$ cat config.mk
export PLATFORM = sky130hd
export DESIGN_NAME = enclave_build_tracker
export DESIGN_NICKNAME = d
export VERILOG_FILES = /design/src/enclave_build_pkg.sv /design/src/build_log.sv /design/src/page_flags.sv /design/src/enclave_build_tracker.sv
export SDC_FILE = /design/constraint.sdc
export NUM_CORES = 2
export LEC_CHECK = 0
export BUFFER_PORTS_ARGS = -buffer_cell sky130_fd_sc_hd__buf_2
export CAP_MARGIN = 15
export CORE_ASPECT_RATIO = 0.6
export CORE_MARGIN = 2
export CORE_UTILIZATION = 40
export DETAILED_ROUTE_END_ITERATION = 10
export GPL_ROUTABILITY_DRIVEN = 0
export PLACE_DENSITY_LB_ADDON = 0.25
export REMOVE_ABC_BUFFERS = 1
export SYNTH_ARGS = -nofsm -noshare
export SYNTH_HDL_FRONTEND = slang
export SYNTH_SLANG_ARGS = --single-unit
$ cat constraint.sdc
create_clock -name clk_sys -period 13 [get_ports clk_sys]
set_clock_uncertainty 0.05 [all_clocks]
set_input_delay 1.95 -clock clk_sys [delete_from_list [all_inputs] [get_ports clk_sys]]
set_output_delay 1.95 -clock clk_sys [all_outputs]
set_load 0.1 [all_outputs]
$ cat src/enclave_build_pkg.sv
// Constants, codes and types shared by the enclave build tracker files.
// Assumes one 125 MHz clock and a plain register port with byte addresses.
package enclave_build_pkg;
	localparam logic [7:0] REG_CMD = 8'h00;
	localparam logic [7:0] REG_LADDR = 8'h04;
	localparam logic [7:0] REG_PERM = 8'h08;
	localparam logic [7:0] REG_BASE = 8'h0C;
	localparam logic [7:0] REG_SIZE = 8'h10;
	localparam logic [7:0] REG_ATTR = 8'h14;
	localparam logic [7:0] REG_MISC = 8'h18;
	localparam logic [7:0] REG_SSA = 8'h1C;
	localparam logic [7:0] REG_EXPECT = 8'h20;
	localparam logic [7:0] REG_SIGMASK = 8'h24;
	localparam logic [7:0] REG_ISV = 8'h28;
	localparam logic [7:0] REG_PSEL = 8'h2C;
	localparam logic [7:0] REG_FLAGS_LO = 8'h30;
	localparam logic [7:0] REG_FLAGS_HI = 8'h34;
	localparam logic [7:0] REG_IDENT = 8'h38;
	localparam logic [7:0] REG_SIGNER = 8'h3C;
	localparam int CMD_OP_POS = 0;
	localparam int CMD_SLOT_POS = 8;
	localparam int CMD_PAGE_POS = 16;
	localparam int CMD_REGION_POS = 24;
	localparam int PERM_TYPE_POS = 8;
	localparam int STAT_FAULT_POS = 4;
	localparam logic [2:0] OP_CREATE = 3'h1;
	localparam logic [2:0] OP_ADD = 3'h2;
	localparam logic [2:0] OP_EXTEND = 3'h3;
	localparam logic [2:0] OP_INIT = 3'h4;
	localparam logic [2:0] OP_ENTER = 3'h5;
	localparam logic [7:0] CONTROL_PAGE_TYPE = 8'h00;
	localparam logic [7:0] THREAD_CONTROL_PAGE_TYPE = 8'h01;
	localparam logic [7:0] REGULAR_PAGE_TYPE = 8'h02;
	localparam int FLAG_READ = 0;
	localparam int FLAG_WRITE = 1;
	localparam int FLAG_EXEC = 2;
	localparam int FLAG_PENDING = 3;
	localparam int FLAG_MODIFIED = 4;
	localparam int FLAG_RESTRICTED = 5;
	localparam int FLAG_TYPE_LSB = 8;
	localparam int FLAG_BLOCKED = 63;
	localparam int ATTR_INIT_BIT = 0;
	localparam int PAGE_BYTES = 4096;
	localparam int REGION_BYTES = 256;
	localparam int REGIONS = PAGE_BYTES / REGION_BYTES;
	localparam logic [31:0] LOG_SEED = 32'h6A09E667;
	localparam logic [1:0] HELP_COPY = 2'h0;
	localparam logic [1:0] HELP_MEASURE = 2'h1;
	localparam logic [1:0] HELP_VERIFY = 2'h2;
	localparam logic [3:0] F_NONE = 4'h0;
	localparam logic [3:0] F_BAD_OP = 4'h1;
	localparam logic [3:0] F_SLOT_USED = 4'h2;
	localparam logic [3:0] F_PAGE_BUSY = 4'h3;
	localparam logic [3:0] F_NO_ENCLAVE = 4'h4;
	localparam logic [3:0] F_INITIALIZED = 4'h5;
	localparam logic [3:0] F_BAD_TYPE = 4'h6;
	localparam logic [3:0] F_RANGE = 4'h7;
	localparam logic [3:0] F_NOT_OWNED = 4'h8;
	localparam logic [3:0] F_COPY = 4'h9;
	localparam logic [3:0] F_SIGNATURE = 4'hA;
	localparam logic [3:0] F_MEASURE = 4'hB;
	localparam logic [3:0] F_ATTRIBUTES = 4'hC;
	localparam logic [3:0] F_NOT_INIT = 4'hD;
	typedef enum logic [2:0] {
		S_IDLE = 3'b001,
		S_HELP = 3'b010,
		S_FIN = 3'b100
	} state_t;
endpackage : enclave_build_pkg

$ cat src/build_log.sv
// Order-sensitive running digest of one enclave's build log.
// Assumes the owner never asks for clear and absorb from two sources at once.
`timescale 1ns/1ps
module build_log (
	input wire logic clk_sys,
	input wire logic srst,
	input wire logic clear,
	input wire logic absorb,
	input wire logic [63:0] data,
	output logic [31:0] digest_q
);
	import enclave_build_pkg::*;
	logic [31:0] base;
	logic [31:0] digest_d;
	always_comb begin
		base = clear ? LOG_SEED : digest_q;
		digest_d = {base[30:0], base[31]} ^ data[31:0] ^ {data[47:32], data[63:48]};
	end
	always_ff @(posedge clk_sys) begin
		if (srst) begin
			digest_q <= 32'h00000000;
		end else if (clear || absorb) begin
			digest_q <= digest_d;
		end
	end
endmodule : build_log

$ cat src/page_flags.sv
// Packs one page map entry into the 64-bit page status flags word.
// Assumes the caller registers the word before it leaves the block.
`timescale 1ns/1ps
module page_flags (
	input wire logic [2:0] perm,
	input wire logic pending,
	input wire logic modified,
	input wire logic restricted,
	input wire logic blocked,
	input wire logic [7:0] pageType,
	output logic [63:0] flags
);
	import enclave_build_pkg::*;
	always_comb begin
		flags = 64'h0000000000000000;
		flags[FLAG_READ] = perm[0];
		flags[FLAG_WRITE] = perm[1];
		flags[FLAG_EXEC] = perm[2];
		flags[FLAG_PENDING] = pending;
		flags[FLAG_MODIFIED] = modified;
		flags[FLAG_RESTRICTED] = restricted;
		flags[FLAG_TYPE_LSB +: 8] = pageType;
		flags[FLAG_BLOCKED] = blocked;
	end
endmodule : page_flags

$ cat src/enclave_build_tracker.sv
// Command interpreter that builds enclaves and keeps the page map and build logs.
// Assumes an external helper on the same clock copies pages, measures regions
// and verifies signatures plus launch tokens, answering with a one-cycle done.
//
// The address map and the strobed register port are this design's own decisions.
`timescale 1ns/1ps
module enclave_build_tracker #(
	parameter int NPAGES = 16,
	parameter int NENC = 4,
	parameter int PAGE_W = $clog2(NPAGES),
	parameter int SLOT_W = $clog2(NENC)
) (
	input wire logic clk_sys,
	input wire logic srst,
	input wire logic [7:0] addr,
	input wire logic [31:0] wdata,
	input wire logic wr,
	input wire logic rd,
	output logic [31:0] rdata,
	output logic helpReq,
	output logic [1:0] helpOp,
	output logic [31:0] helpAddr,
	output logic [PAGE_W-1:0] helpPage,
	input wire logic helpDone,
	input wire logic helpOk,
	input wire logic [31:0] helpDigest,
	output logic enterGrant
);
	import enclave_build_pkg::*;

	state_t state_q;
	logic [3:0] fault_q;
	logic [31:0] laddr_q, perm_q, base_q, size_q, attr_q, misc_q, ssa_q;
	logic [31:0] expect_q, sigMask_q, isv_q, psel_q;
	logic [2:0] curOp_q;
	logic [SLOT_W-1:0] curSlot_q;
	logic [PAGE_W-1:0] curPage_q;
	logic [3:0] curRegion_q;
	logic [31:0] curLaddr_q, curPerm_q;
	logic [NPAGES-1:0] mapValid_q, mapBlk_q, mapPend_q, mapMod_q, mapPr_q;
	logic [2:0] mapPerm_q [NPAGES];
	logic [7:0] mapType_q [NPAGES];
	logic [SLOT_W-1:0] mapOwner_q [NPAGES];
	logic [31:0] mapLaddr_q [NPAGES];
	logic [NENC-1:0] encValid_q;
	logic [NENC-1:0] encInit;
	logic [31:0] encBase_q [NENC];
	logic [31:0] encSize_q [NENC];
	logic [31:0] encAttr_q [NENC];
	logic [31:0] encMisc_q [NENC];
	logic [31:0] encSsa_q [NENC];
	logic [PAGE_W-1:0] encPage_q [NENC];
	logic [31:0] encIdent_q [NENC];
	logic [31:0] encSigner_q [NENC];
	logic [31:0] encIsv_q [NENC];
	logic [31:0] logDigest [NENC];
	logic [NENC-1:0] logClear, logAbsorb;
	logic [63:0] logData;
	logic [2:0] wOp;
	logic [SLOT_W-1:0] wSlot;
	logic [PAGE_W-1:0] wPage;
	logic [7:0] wType;
	logic cmdWr;
	logic [3:0] chkFault;
	logic [31:0] regionAddr;
	logic helpEnd;
	logic initPass;
	logic [3:0] initFault;
	logic [63:0] selFlags;

	assign wOp = wdata[CMD_OP_POS +: 3];
	assign wSlot = wdata[CMD_SLOT_POS +: SLOT_W];
	assign wPage = wdata[CMD_PAGE_POS +: PAGE_W];
	assign wType = perm_q[PERM_TYPE_POS +: 8];
	assign cmdWr = wr && (addr == REG_CMD) && (state_q == S_IDLE);
	assign helpEnd = (state_q == S_HELP) && helpDone;
	assign regionAddr = mapLaddr_q[curPage_q] + {20'h00000, curRegion_q, 8'h00};

	genvar g;
	generate
		for (g = 0; g < NENC; g++) begin : gLog
			assign encInit[g] = encAttr_q[g][ATTR_INIT_BIT];
			build_log uLog (
				.clk_sys(clk_sys),
				.srst(srst),
				.clear(logClear[g]),
				.absorb(logAbsorb[g]),
				.data(logData),
				.digest_q(logDigest[g])
			);
		end
	endgenerate

	page_flags uFlags (
		.perm(mapPerm_q[psel_q[PAGE_W-1:0]]),
		.pending(mapPend_q[psel_q[PAGE_W-1:0]]),
		.modified(mapMod_q[psel_q[PAGE_W-1:0]]),
		.restricted(mapPr_q[psel_q[PAGE_W-1:0]]),
		.blocked(mapBlk_q[psel_q[PAGE_W-1:0]]),
		.pageType(mapType_q[psel_q[PAGE_W-1:0]]),
		.flags(selFlags)
	);

	// Checks that a command can start, evaluated in the cycle it is written.
	always_comb begin
		chkFault = F_NONE;
		case (wOp)
			OP_CREATE: begin
				if (encValid_q[wSlot]) chkFault = F_SLOT_USED;
				else if (mapValid_q[wPage]) chkFault = F_PAGE_BUSY;
			end
			OP_ADD: begin
				if (!encValid_q[wSlot]) chkFault = F_NO_ENCLAVE;
				else if (encInit[wSlot]) chkFault = F_INITIALIZED;
				else if (mapValid_q[wPage]) chkFault = F_PAGE_BUSY;
				else if (wType != REGULAR_PAGE_TYPE && wType != THREAD_CONTROL_PAGE_TYPE)
					chkFault = F_BAD_TYPE;
				else if (laddr_q < encBase_q[wSlot] ||
					(laddr_q - encBase_q[wSlot]) >= encSize_q[wSlot])
					chkFault = F_RANGE;
			end
			OP_EXTEND: begin
				if (!encValid_q[wSlot]) chkFault = F_NO_ENCLAVE;
				else if (encInit[wSlot]) chkFault = F_INITIALIZED;
				else if (!mapValid_q[wPage] || mapOwner_q[wPage] != wSlot ||
					mapType_q[wPage] == CONTROL_PAGE_TYPE)
					chkFault = F_NOT_OWNED;
			end
			OP_INIT: begin
				if (!encValid_q[wSlot]) chkFault = F_NO_ENCLAVE;
				else if (encInit[wSlot]) chkFault = F_INITIALIZED;
			end
			OP_ENTER: begin
				if (!encValid_q[wSlot]) chkFault = F_NO_ENCLAVE;
				else if (!encInit[wSlot]) chkFault = F_NOT_INIT;
			end
			default: chkFault = F_BAD_OP;
		endcase
	end

	// Initialize verdict: signature and token first, then measurement, then attributes.
	always_comb begin
		initFault = F_NONE;
		if (!helpOk) initFault = F_SIGNATURE;
		else if (logDigest[curSlot_q] != expect_q) initFault = F_MEASURE;
		else if ((encAttr_q[curSlot_q][15:0] & ~sigMask_q[15:0]) != 16'h0000 ||
			(encMisc_q[curSlot_q][15:0] & ~sigMask_q[31:16]) != 16'h0000)
			initFault = F_ATTRIBUTES;
	end
	assign initPass = helpEnd && (curOp_q == OP_INIT) && (initFault == F_NONE);

	// Build log feed.
	always_comb begin
		logClear = '0;
		logAbsorb = '0;
		logData = 64'h0000000000000000;
		if (cmdWr && wOp == OP_CREATE && chkFault == F_NONE) begin
			logClear[wSlot] = 1'b1;
			logData = {attr_q, misc_q};
		end else if (helpEnd && helpOk && curOp_q == OP_ADD) begin
			logAbsorb[curSlot_q] = 1'b1;
			logData = {curLaddr_q, 8'h00, curPerm_q[PERM_TYPE_POS +: 8], 13'h0000,
				curPerm_q[2:0]};
		end else if (helpEnd && curOp_q == OP_EXTEND) begin
			logAbsorb[curSlot_q] = 1'b1;
			logData = {regionAddr, helpDigest};
		end
	end

	// Helper request, held for the whole wait.
	always_comb begin
		helpReq = (state_q == S_HELP);
		helpPage = curPage_q;
		case (curOp_q)
			OP_ADD: begin
				helpOp = HELP_COPY;
				helpAddr = curLaddr_q;
			end
			OP_EXTEND: begin
				helpOp = HELP_MEASURE;
				helpAddr = regionAddr;
			end
			default: begin
				helpOp = HELP_VERIFY;
				helpAddr = 32'h00000000;
			end
		endcase
	end

	always_ff @(posedge clk_sys) begin
		if (srst) begin
			state_q <= S_IDLE;
		end else begin
			case (state_q)
				S_IDLE: begin
					if (cmdWr && chkFault == F_NONE &&
						(wOp == OP_ADD || wOp == OP_EXTEND || wOp == OP_INIT))
						state_q <= S_HELP;
				end
				S_HELP: begin
					if (initPass) state_q <= S_FIN;
					else if (helpDone) state_q <= S_IDLE;
				end
				S_FIN: state_q <= S_IDLE;
				default: state_q <= S_IDLE;
			endcase
		end
	end

	always_ff @(posedge clk_sys) begin
		if (srst) begin
			fault_q <= F_NONE;
			enterGrant <= 1'b0;
			curOp_q <= 3'h0;
			curSlot_q <= '0;
			curPage_q <= '0;
			curRegion_q <= 4'h0;
			curLaddr_q <= 32'h00000000;
			curPerm_q <= 32'h00000000;
		end else begin
			enterGrant <= cmdWr && wOp == OP_ENTER && chkFault == F_NONE;
			if (cmdWr) begin
				fault_q <= chkFault;
				curOp_q <= wOp;
				curSlot_q <= wSlot;
				curPage_q <= wPage;
				curRegion_q <= wdata[CMD_REGION_POS +: 4];
				curLaddr_q <= laddr_q;
				curPerm_q <= perm_q;
			end else if (helpEnd) begin
				if (curOp_q == OP_INIT) fault_q <= initFault;
				else if (!helpOk) fault_q <= F_COPY;
			end
		end
	end

	// Page map entries.
	always_ff @(posedge clk_sys) begin
		if (srst) begin
			mapValid_q <= '0;
			mapBlk_q <= '0;
			mapPend_q <= '0;
			mapMod_q <= '0;
			mapPr_q <= '0;
			for (int i = 0; i < NPAGES; i++) begin
				mapPerm_q[i] <= 3'h0;
				mapType_q[i] <= 8'h00;
				mapOwner_q[i] <= '0;
				mapLaddr_q[i] <= 32'h00000000;
			end
		end else if (cmdWr && wOp == OP_CREATE && chkFault == F_NONE) begin
			mapValid_q[wPage] <= 1'b1;
			mapType_q[wPage] <= CONTROL_PAGE_TYPE;
			mapOwner_q[wPage] <= wSlot;
			mapPerm_q[wPage] <= 3'h0;
			mapLaddr_q[wPage] <= 32'h00000000;
		end else if (helpEnd && helpOk && curOp_q == OP_ADD) begin
			mapValid_q[curPage_q] <= 1'b1;
			mapType_q[curPage_q] <= curPerm_q[PERM_TYPE_POS +: 8];
			mapPerm_q[curPage_q] <= curPerm_q[2:0];
			mapLaddr_q[curPage_q] <= curLaddr_q;
			mapOwner_q[curPage_q] <= curSlot_q;
			mapBlk_q[curPage_q] <= 1'b0;
			mapPend_q[curPage_q] <= 1'b0;
			mapMod_q[curPage_q] <= 1'b0;
			mapPr_q[curPage_q] <= 1'b0;
		end
	end

	// Enclave control structures.
	always_ff @(posedge clk_sys) begin
		if (srst) begin
			encValid_q <= '0;
			for (int i = 0; i < NENC; i++) begin
				encBase_q[i] <= 32'h00000000;
				encSize_q[i] <= 32'h00000000;
				encAttr_q[i] <= 32'h00000000;
				encMisc_q[i] <= 32'h00000000;
				encSsa_q[i] <= 32'h00000000;
				encPage_q[i] <= '0;
				encIdent_q[i] <= 32'h00000000;
				encSigner_q[i] <= 32'h00000000;
				encIsv_q[i] <= 32'h00000000;
			end
		end else if (cmdWr && wOp == OP_CREATE && chkFault == F_NONE) begin
			encValid_q[wSlot] <= 1'b1;
			encBase_q[wSlot] <= base_q;
			encSize_q[wSlot] <= size_q;
			encAttr_q[wSlot] <= attr_q & ~(32'h00000001 << ATTR_INIT_BIT);
			encMisc_q[wSlot] <= misc_q;
			encSsa_q[wSlot] <= ssa_q;
			encPage_q[wSlot] <= wPage;
		end else if (initPass) begin
			encIdent_q[curSlot_q] <= logDigest[curSlot_q];
			encSigner_q[curSlot_q] <= helpDigest;
			encIsv_q[curSlot_q] <= isv_q;
		end else if (state_q == S_FIN) begin
			encAttr_q[curSlot_q][ATTR_INIT_BIT] <= 1'b1;
		end
	end

	// Software staging registers.
	always_ff @(posedge clk_sys) begin
		if (srst) begin
			laddr_q <= 32'h00000000;
			perm_q <= 32'h00000000;
			base_q <= 32'h00000000;
			size_q <= 32'h00000000;
			attr_q <= 32'h00000000;
			misc_q <= 32'h00000000;
			ssa_q <= 32'h00000000;
			expect_q <= 32'h00000000;
			sigMask_q <= 32'h00000000;
			isv_q <= 32'h00000000;
			psel_q <= 32'h00000000;
		end else if (wr) begin
			case (addr)
				REG_LADDR: laddr_q <= wdata;
				REG_PERM: perm_q <= wdata;
				REG_BASE: base_q <= wdata;
				REG_SIZE: size_q <= wdata;
				REG_ATTR: attr_q <= wdata;
				REG_MISC: misc_q <= wdata;
				REG_SSA: ssa_q <= wdata;
				REG_EXPECT: expect_q <= wdata;
				REG_SIGMASK: sigMask_q <= wdata;
				REG_ISV: isv_q <= wdata;
				REG_PSEL: psel_q <= {{(32 - PAGE_W){1'b0}}, wdata[PAGE_W-1:0]};
				default: ;
			endcase
		end
	end

	always_ff @(posedge clk_sys) begin
		if (srst) begin
			rdata <= 32'h00000000;
		end else if (rd) begin
			case (addr)
				REG_CMD: rdata <= {24'h000000, fault_q, 3'h0, state_q != S_IDLE};
				REG_LADDR: rdata <= laddr_q;
				REG_PERM: rdata <= perm_q;
				REG_BASE: rdata <= base_q;
				REG_SIZE: rdata <= size_q;
				REG_ATTR: rdata <= encAttr_q[curSlot_q];
				REG_MISC: rdata <= misc_q;
				REG_SSA: rdata <= encSsa_q[curSlot_q];
				REG_EXPECT: rdata <= expect_q;
				REG_SIGMASK: rdata <= sigMask_q;
				REG_ISV: rdata <= encIsv_q[curSlot_q];
				REG_PSEL: rdata <= psel_q;
				REG_FLAGS_LO: rdata <= selFlags[31:0];
				REG_FLAGS_HI: rdata <= selFlags[63:32];
				REG_IDENT: rdata <= encIdent_q[curSlot_q];
				REG_SIGNER: rdata <= encSigner_q[curSlot_q];
				default: rdata <= 32'h00000000;
			endcase
		end else begin
			rdata <= 32'h00000000;
		end
	end

	logic [2:0] selPerm;
	logic [7:0] selType;
	logic selBlk;
	assign selPerm = mapPerm_q[psel_q[PAGE_W-1:0]];
	assign selType = mapType_q[psel_q[PAGE_W-1:0]];
	assign selBlk = mapBlk_q[psel_q[PAGE_W-1:0]];

	a_flags_perm: assert property (@(posedge clk_sys) disable iff (srst)
		rd && addr == REG_FLAGS_LO |=> rdata[2:0] == $past(selPerm))
		else $error("Flag permission bits differ from map entry.");
	a_flags_type: assert property (@(posedge clk_sys) disable iff (srst)
		rd && addr == REG_FLAGS_LO |=> rdata[15:8] == $past(selType) && rdata[7:6] == 2'h0)
		else $error("Flag type field wrong or reserved bits set.");
	a_flags_hi: assert property (@(posedge clk_sys) disable iff (srst)
		rd && addr == REG_FLAGS_HI |=> rdata[31] == $past(selBlk) && rdata[30:0] == 31'h0)
		else $error("Blocked bit wrong or upper reserved bits set.");
	a_add_inited: assert property (@(posedge clk_sys) disable iff (srst)
		cmdWr && (wOp == OP_ADD || wOp == OP_EXTEND) && encValid_q[wSlot] && encInit[wSlot]
		|=> fault_q == F_INITIALIZED && state_q == S_IDLE)
		else $error("Add or extend accepted after initialize.");
	a_enter_early: assert property (@(posedge clk_sys) disable iff (srst)
		cmdWr && wOp == OP_ENTER && !encInit[wSlot] |=> !enterGrant && fault_q != F_NONE)
		else $error("Enter granted before initialize.");
	a_init_last: assert property (@(posedge clk_sys) disable iff (srst)
		$changed(encInit) |-> $past(state_q) == S_FIN)
		else $error("Initialized bit changed outside final step.");
	a_sig_reject: assert property (@(posedge clk_sys) disable iff (srst)
		helpEnd && curOp_q == OP_INIT && !helpOk |=> fault_q == F_SIGNATURE ##1 !$rose(|encInit))
		else $error("Bad signature did not fail initialize.");
	a_create_slot: assert property (@(posedge clk_sys) disable iff (srst)
		cmdWr && wOp == OP_CREATE && chkFault == F_NONE
		|=> encValid_q[$past(wSlot)] && mapType_q[$past(wPage)] == CONTROL_PAGE_TYPE)
		else $error("Create did not claim slot and control page.");
	a_extend_log: assert property (@(posedge clk_sys) disable iff (srst)
		helpEnd && curOp_q == OP_EXTEND |-> logAbsorb[curSlot_q] && logData[31:0] == helpDigest)
		else $error("Extend result not appended to log.");
	c_create: cover property (@(posedge clk_sys) disable iff (srst)
		cmdWr && wOp == OP_CREATE && chkFault == F_NONE);
	c_extend: cover property (@(posedge clk_sys) disable iff (srst)
		helpEnd && curOp_q == OP_EXTEND);
	c_init: cover property (@(posedge clk_sys) disable iff (srst) state_q == S_FIN);
	c_enter: cover property (@(posedge clk_sys) disable iff (srst) enterGrant);
endmodule : enclave_build_tracker

==> results.py <==
metrics = {
    "drt": {
        "drc": 0,
        "drtAntennaViolNets": 0,
        "vias_per_cell": 6.17,
        "num_vias": 74517,
        "drt-pass1-iter-count": 10,
        "avgRoutedWirePerCell_um": 31.7,
        "wl_mm": 382,
        "drt_iter0_drc": 13303,
    },
    "worst_setup_path": {
        "cp_max_fo": 40,
        "rr_worst_depth": 11,
        "r2r_slack_ns": 5.68,
        "crit_type": "flip-flop to output pin",
        "worstPathArrival_ns": 7.02,
        "critPathRequiredTime_ns": 11.00,
        "crit_path_start_kind": "flip-flop",
        "timing.rr.end": "encIdent_q[3][19]",
        "end_kind": "output pin",
    },
    "synth": {
        "synth_area_um2": 104000,
        "yosys.area.top_type": "edfxtp_1",
        "ys.flop_type": "edfxtp_1",
        "synth_edf_count": 1680,
        "syn_inst": 8572,
        "ys_top_cells_by_area": "edfxtp_1 49%, dfxtp_1 12%, mux4_2 11%, nand2_1 4.5%, nor2_1 4.3%",
        "synth.top_cells.by_count": "1680 x edfxtp_1, 1238 x nand2_1, 1183 x nor2_1",
        "async_flop_share_pct": 0,
        "synth_top_area_share_pct": 48.6,
        "yosys_warnings": 0,
        "synth_cell_types": 81,
        "syn_avg_cell_area_um2": 12.1,
        "ys_ff_latch": 2322,
        "synthMostInstantiatedCell": "edfxtp_1",
        "synth-seq-area-share_pct": 60.9,
    },
    "finish": {
        "area_growth_syn_to_layout_pct": 11.1,
        "nFillCells": 23135,
        "nets": 8582,
        "drive_above_1_share_pct": 15.3,
        "final_area_um2": 115000,
        "fin_util_pct": 44.8,
    },
    "placed_design": {
        "pre_cts_slack_ns": 3.62,
        "portBuffers": 149,
        "hpwlAfterDp_mm": 248,
        "place_area_um2": 108000,
    },
    "clock_network": {
        "cts_tree": "yes",
        "cts_sinks": 2322,
        "numCtsBuffers": 224,
        "cts_resized": 0,
        "post-cts-setup-buffers": 0,
        "postCtsHoldBufs": 0,
        "clockRootBuffer": "clkbuf_16",
        "clk_path_buf_depth": 4,
        "clk_pin_slew_ns": 0.07,
        "htreeDepth": 4,
        "clock_latency_ns": 0.92,
    },
    "worst_hold_path": {
        "min_from": "mapMod_q[3]",
        "hold_depth": 1,
        "whs_endpoint": "mapMod_q[3]",
        "min_path_type": "flip-flop to flip-flop",
    },
    "die": {
        "die_h_um": 399,
        "initial_core_util_pct": 40.4,
        "core_um2": 257000,
        "die_w_um": 662,
        "num_rows": 144,
        "die_area_um2": 264000,
        "io_pins": 150,
    },
    "run_status": {
        "status": "completed",
    },
    "timing": {
        "setup_violations": 0,
        "period_needed_ns": 9.02,
        "slew_viol_final": 0,
        "hold-worst-slack_ns": 0.406,
        "tightestPinTransition_ns": 1.31,
        "fin_crit_sh_pct": 69.4,
        "fmax_ghz": 0.111,
        "finalSetupTns_ns": 0,
        "max_slew_margin_pct": 12.8,
        "hold_violations": 0,
        "rsz0062_at_grt": "no",
        "layout_setup_ws_ns": 3.98,
    },
    "power_and_ir_drop": {
        "peakVddDrop_uv": 99.4,
        "leakage_uw": 0.0393,
        "powerDensity_nw_per_um2": 136,
    },
    "global_routing": {
        "grt_pass1_vias": 69068,
        "grt_pass1_wl_mm": 535,
        "overflow": 0,
        "track_usage_pct": 28.4,
        "antenna_found_initial": 38,
        "grt_max_degree": 196,
    },
    "run": {
        "cap_violations": 0,
    },
}
==> metal layers <==
layer / GRT usage [%] / vias up / wire length (µm) / share of wire (%)
met5: 0 / - / 132 / 0.035
met4: 8.43 / 18 / 12600 / 3.3
met3: 10.1 / 692 / 61000 / 16
met2: 37.6 / 5496 / 151000 / 39
met1: 42.9 / 37676 / 158000 / 41
li1: - / 30635 / - / -
==> metrics by stage <==
stage	power, µW	cells
floorplan	8670	7881
global placement	9000	11637
detailed placement	9020	11638
CTS	15700	12053
global route	16000	12058
finish	15700	12070
==> placed cells by master (no fill, tap or decap), types with 39 or more instances in the layout <==
master / n
a22o_1: 110
xnor2_1: 118
a21oi_1: 508
ha_1: 69
buf_2: 146
mux4_2: 510
o21ai_0: 132
xor2_1: 96
nor4_1: 40
buf_4: 173
and2_1: 310
a221oi_1: 78
nand2_2: 39
and3_1: 377
nand3_1: 50
inv_1: 211
a22oi_1: 85
clkbuf_16: 231
clkbuf_1: 51
edfxtp_1: 1680
o22ai_1: 39
a31oi_1: 42
dfxtp_1: 631
nor2_1: 1164
nand2_1: 1197
==> worst max-delay path, stage by stage, from the launching register on <==
cell	delay [ns]
dfxtp_4	0.67
buf_4	0.75
mux4_2	0.66
mux4_2	0.47
ha_1	0.38
o21ai_0	0.11
o21bai_1	0.54
and2_1	0.27
nand2_1	0.23
or3_1	0.45
or4_4	0.55
a311oi_1	0.44
buf_2	0.51
==> state kept, by name, summed over array words and instances (netlist names), 128 cells and up, named ones only <==
register	cells
mapLaddr_q	512
encAttr_q	128
encBase_q	128
encIdent_q	128
encIsv_q	128
encSigner_q	128
encSize_q	128
encSsa_q	128
gLog.uLog.digest_q	128
mapType_q	128
==> report_power, final <==
part / switching [µW] / total (µW) / internal (µW)
logic: 477 / 663 / 185
registers: 71.8 / 8210 / 8140
clock network: 2990 / 6820 / 3830
total: 3540 / 15700 / 12200
==> logic make-up (layout without fill, tap and decap cells) <==
kind of cell | after synthesis | after routing | synth area share [%]
and+or+nand+nor | 3373 | 3373 | 14.5
adders and majority gates | 71 | 71 | 0.870
DFF | 2322 | 2322 | 60.9
muxes | 538 | 538 | 11.3
AOI/OAI and AO/OA | 1126 | 1126 | 6.76
other | 0 | 17 | 0
xor gates and xnor gates | 238 | 238 | 2.18
buffers and inverters | 904 | 954 | 3.46
==> how the worst max path moves through the flow <==
| stage | from | to | slack [ns] |
|---|---|---|---|
| 4_1_cts | flip-flop | helpAddr[31] | 3.96 |
| 3_3_place_gp | wdata[8] | enterGrant | 2.91 |
| 5_1_grt | flip-flop | helpAddr[31] | 3.80 |
| 3_5_place_dp | wdata[8] | enterGrant | 3.62 |
| 6_report | flip-flop | helpAddr[31] | 3.98 |
| 2_1_floorplan | flip-flop | encIdent_q[0][0] | -3.87 |
==> area by class of cell <==
cell class | count | area (µm²) | share of cell area [%]
well taps | 3431 | 4290 | 3.72
clock buffers | 305 | 6270 | 5.43
clock inverters | 110 | 1170 | 1.01
inverters | 213 | 802 | 0.695
repair buffers | 326 | 2160 | 1.87
flip-flops and latches | 2322 | 63300 | 54.9
diodes | 17 | 42.5 | 0.0369
multi-input cells | 5346 | 37400 | 32.4
Power figures use the tool's default switching activity.
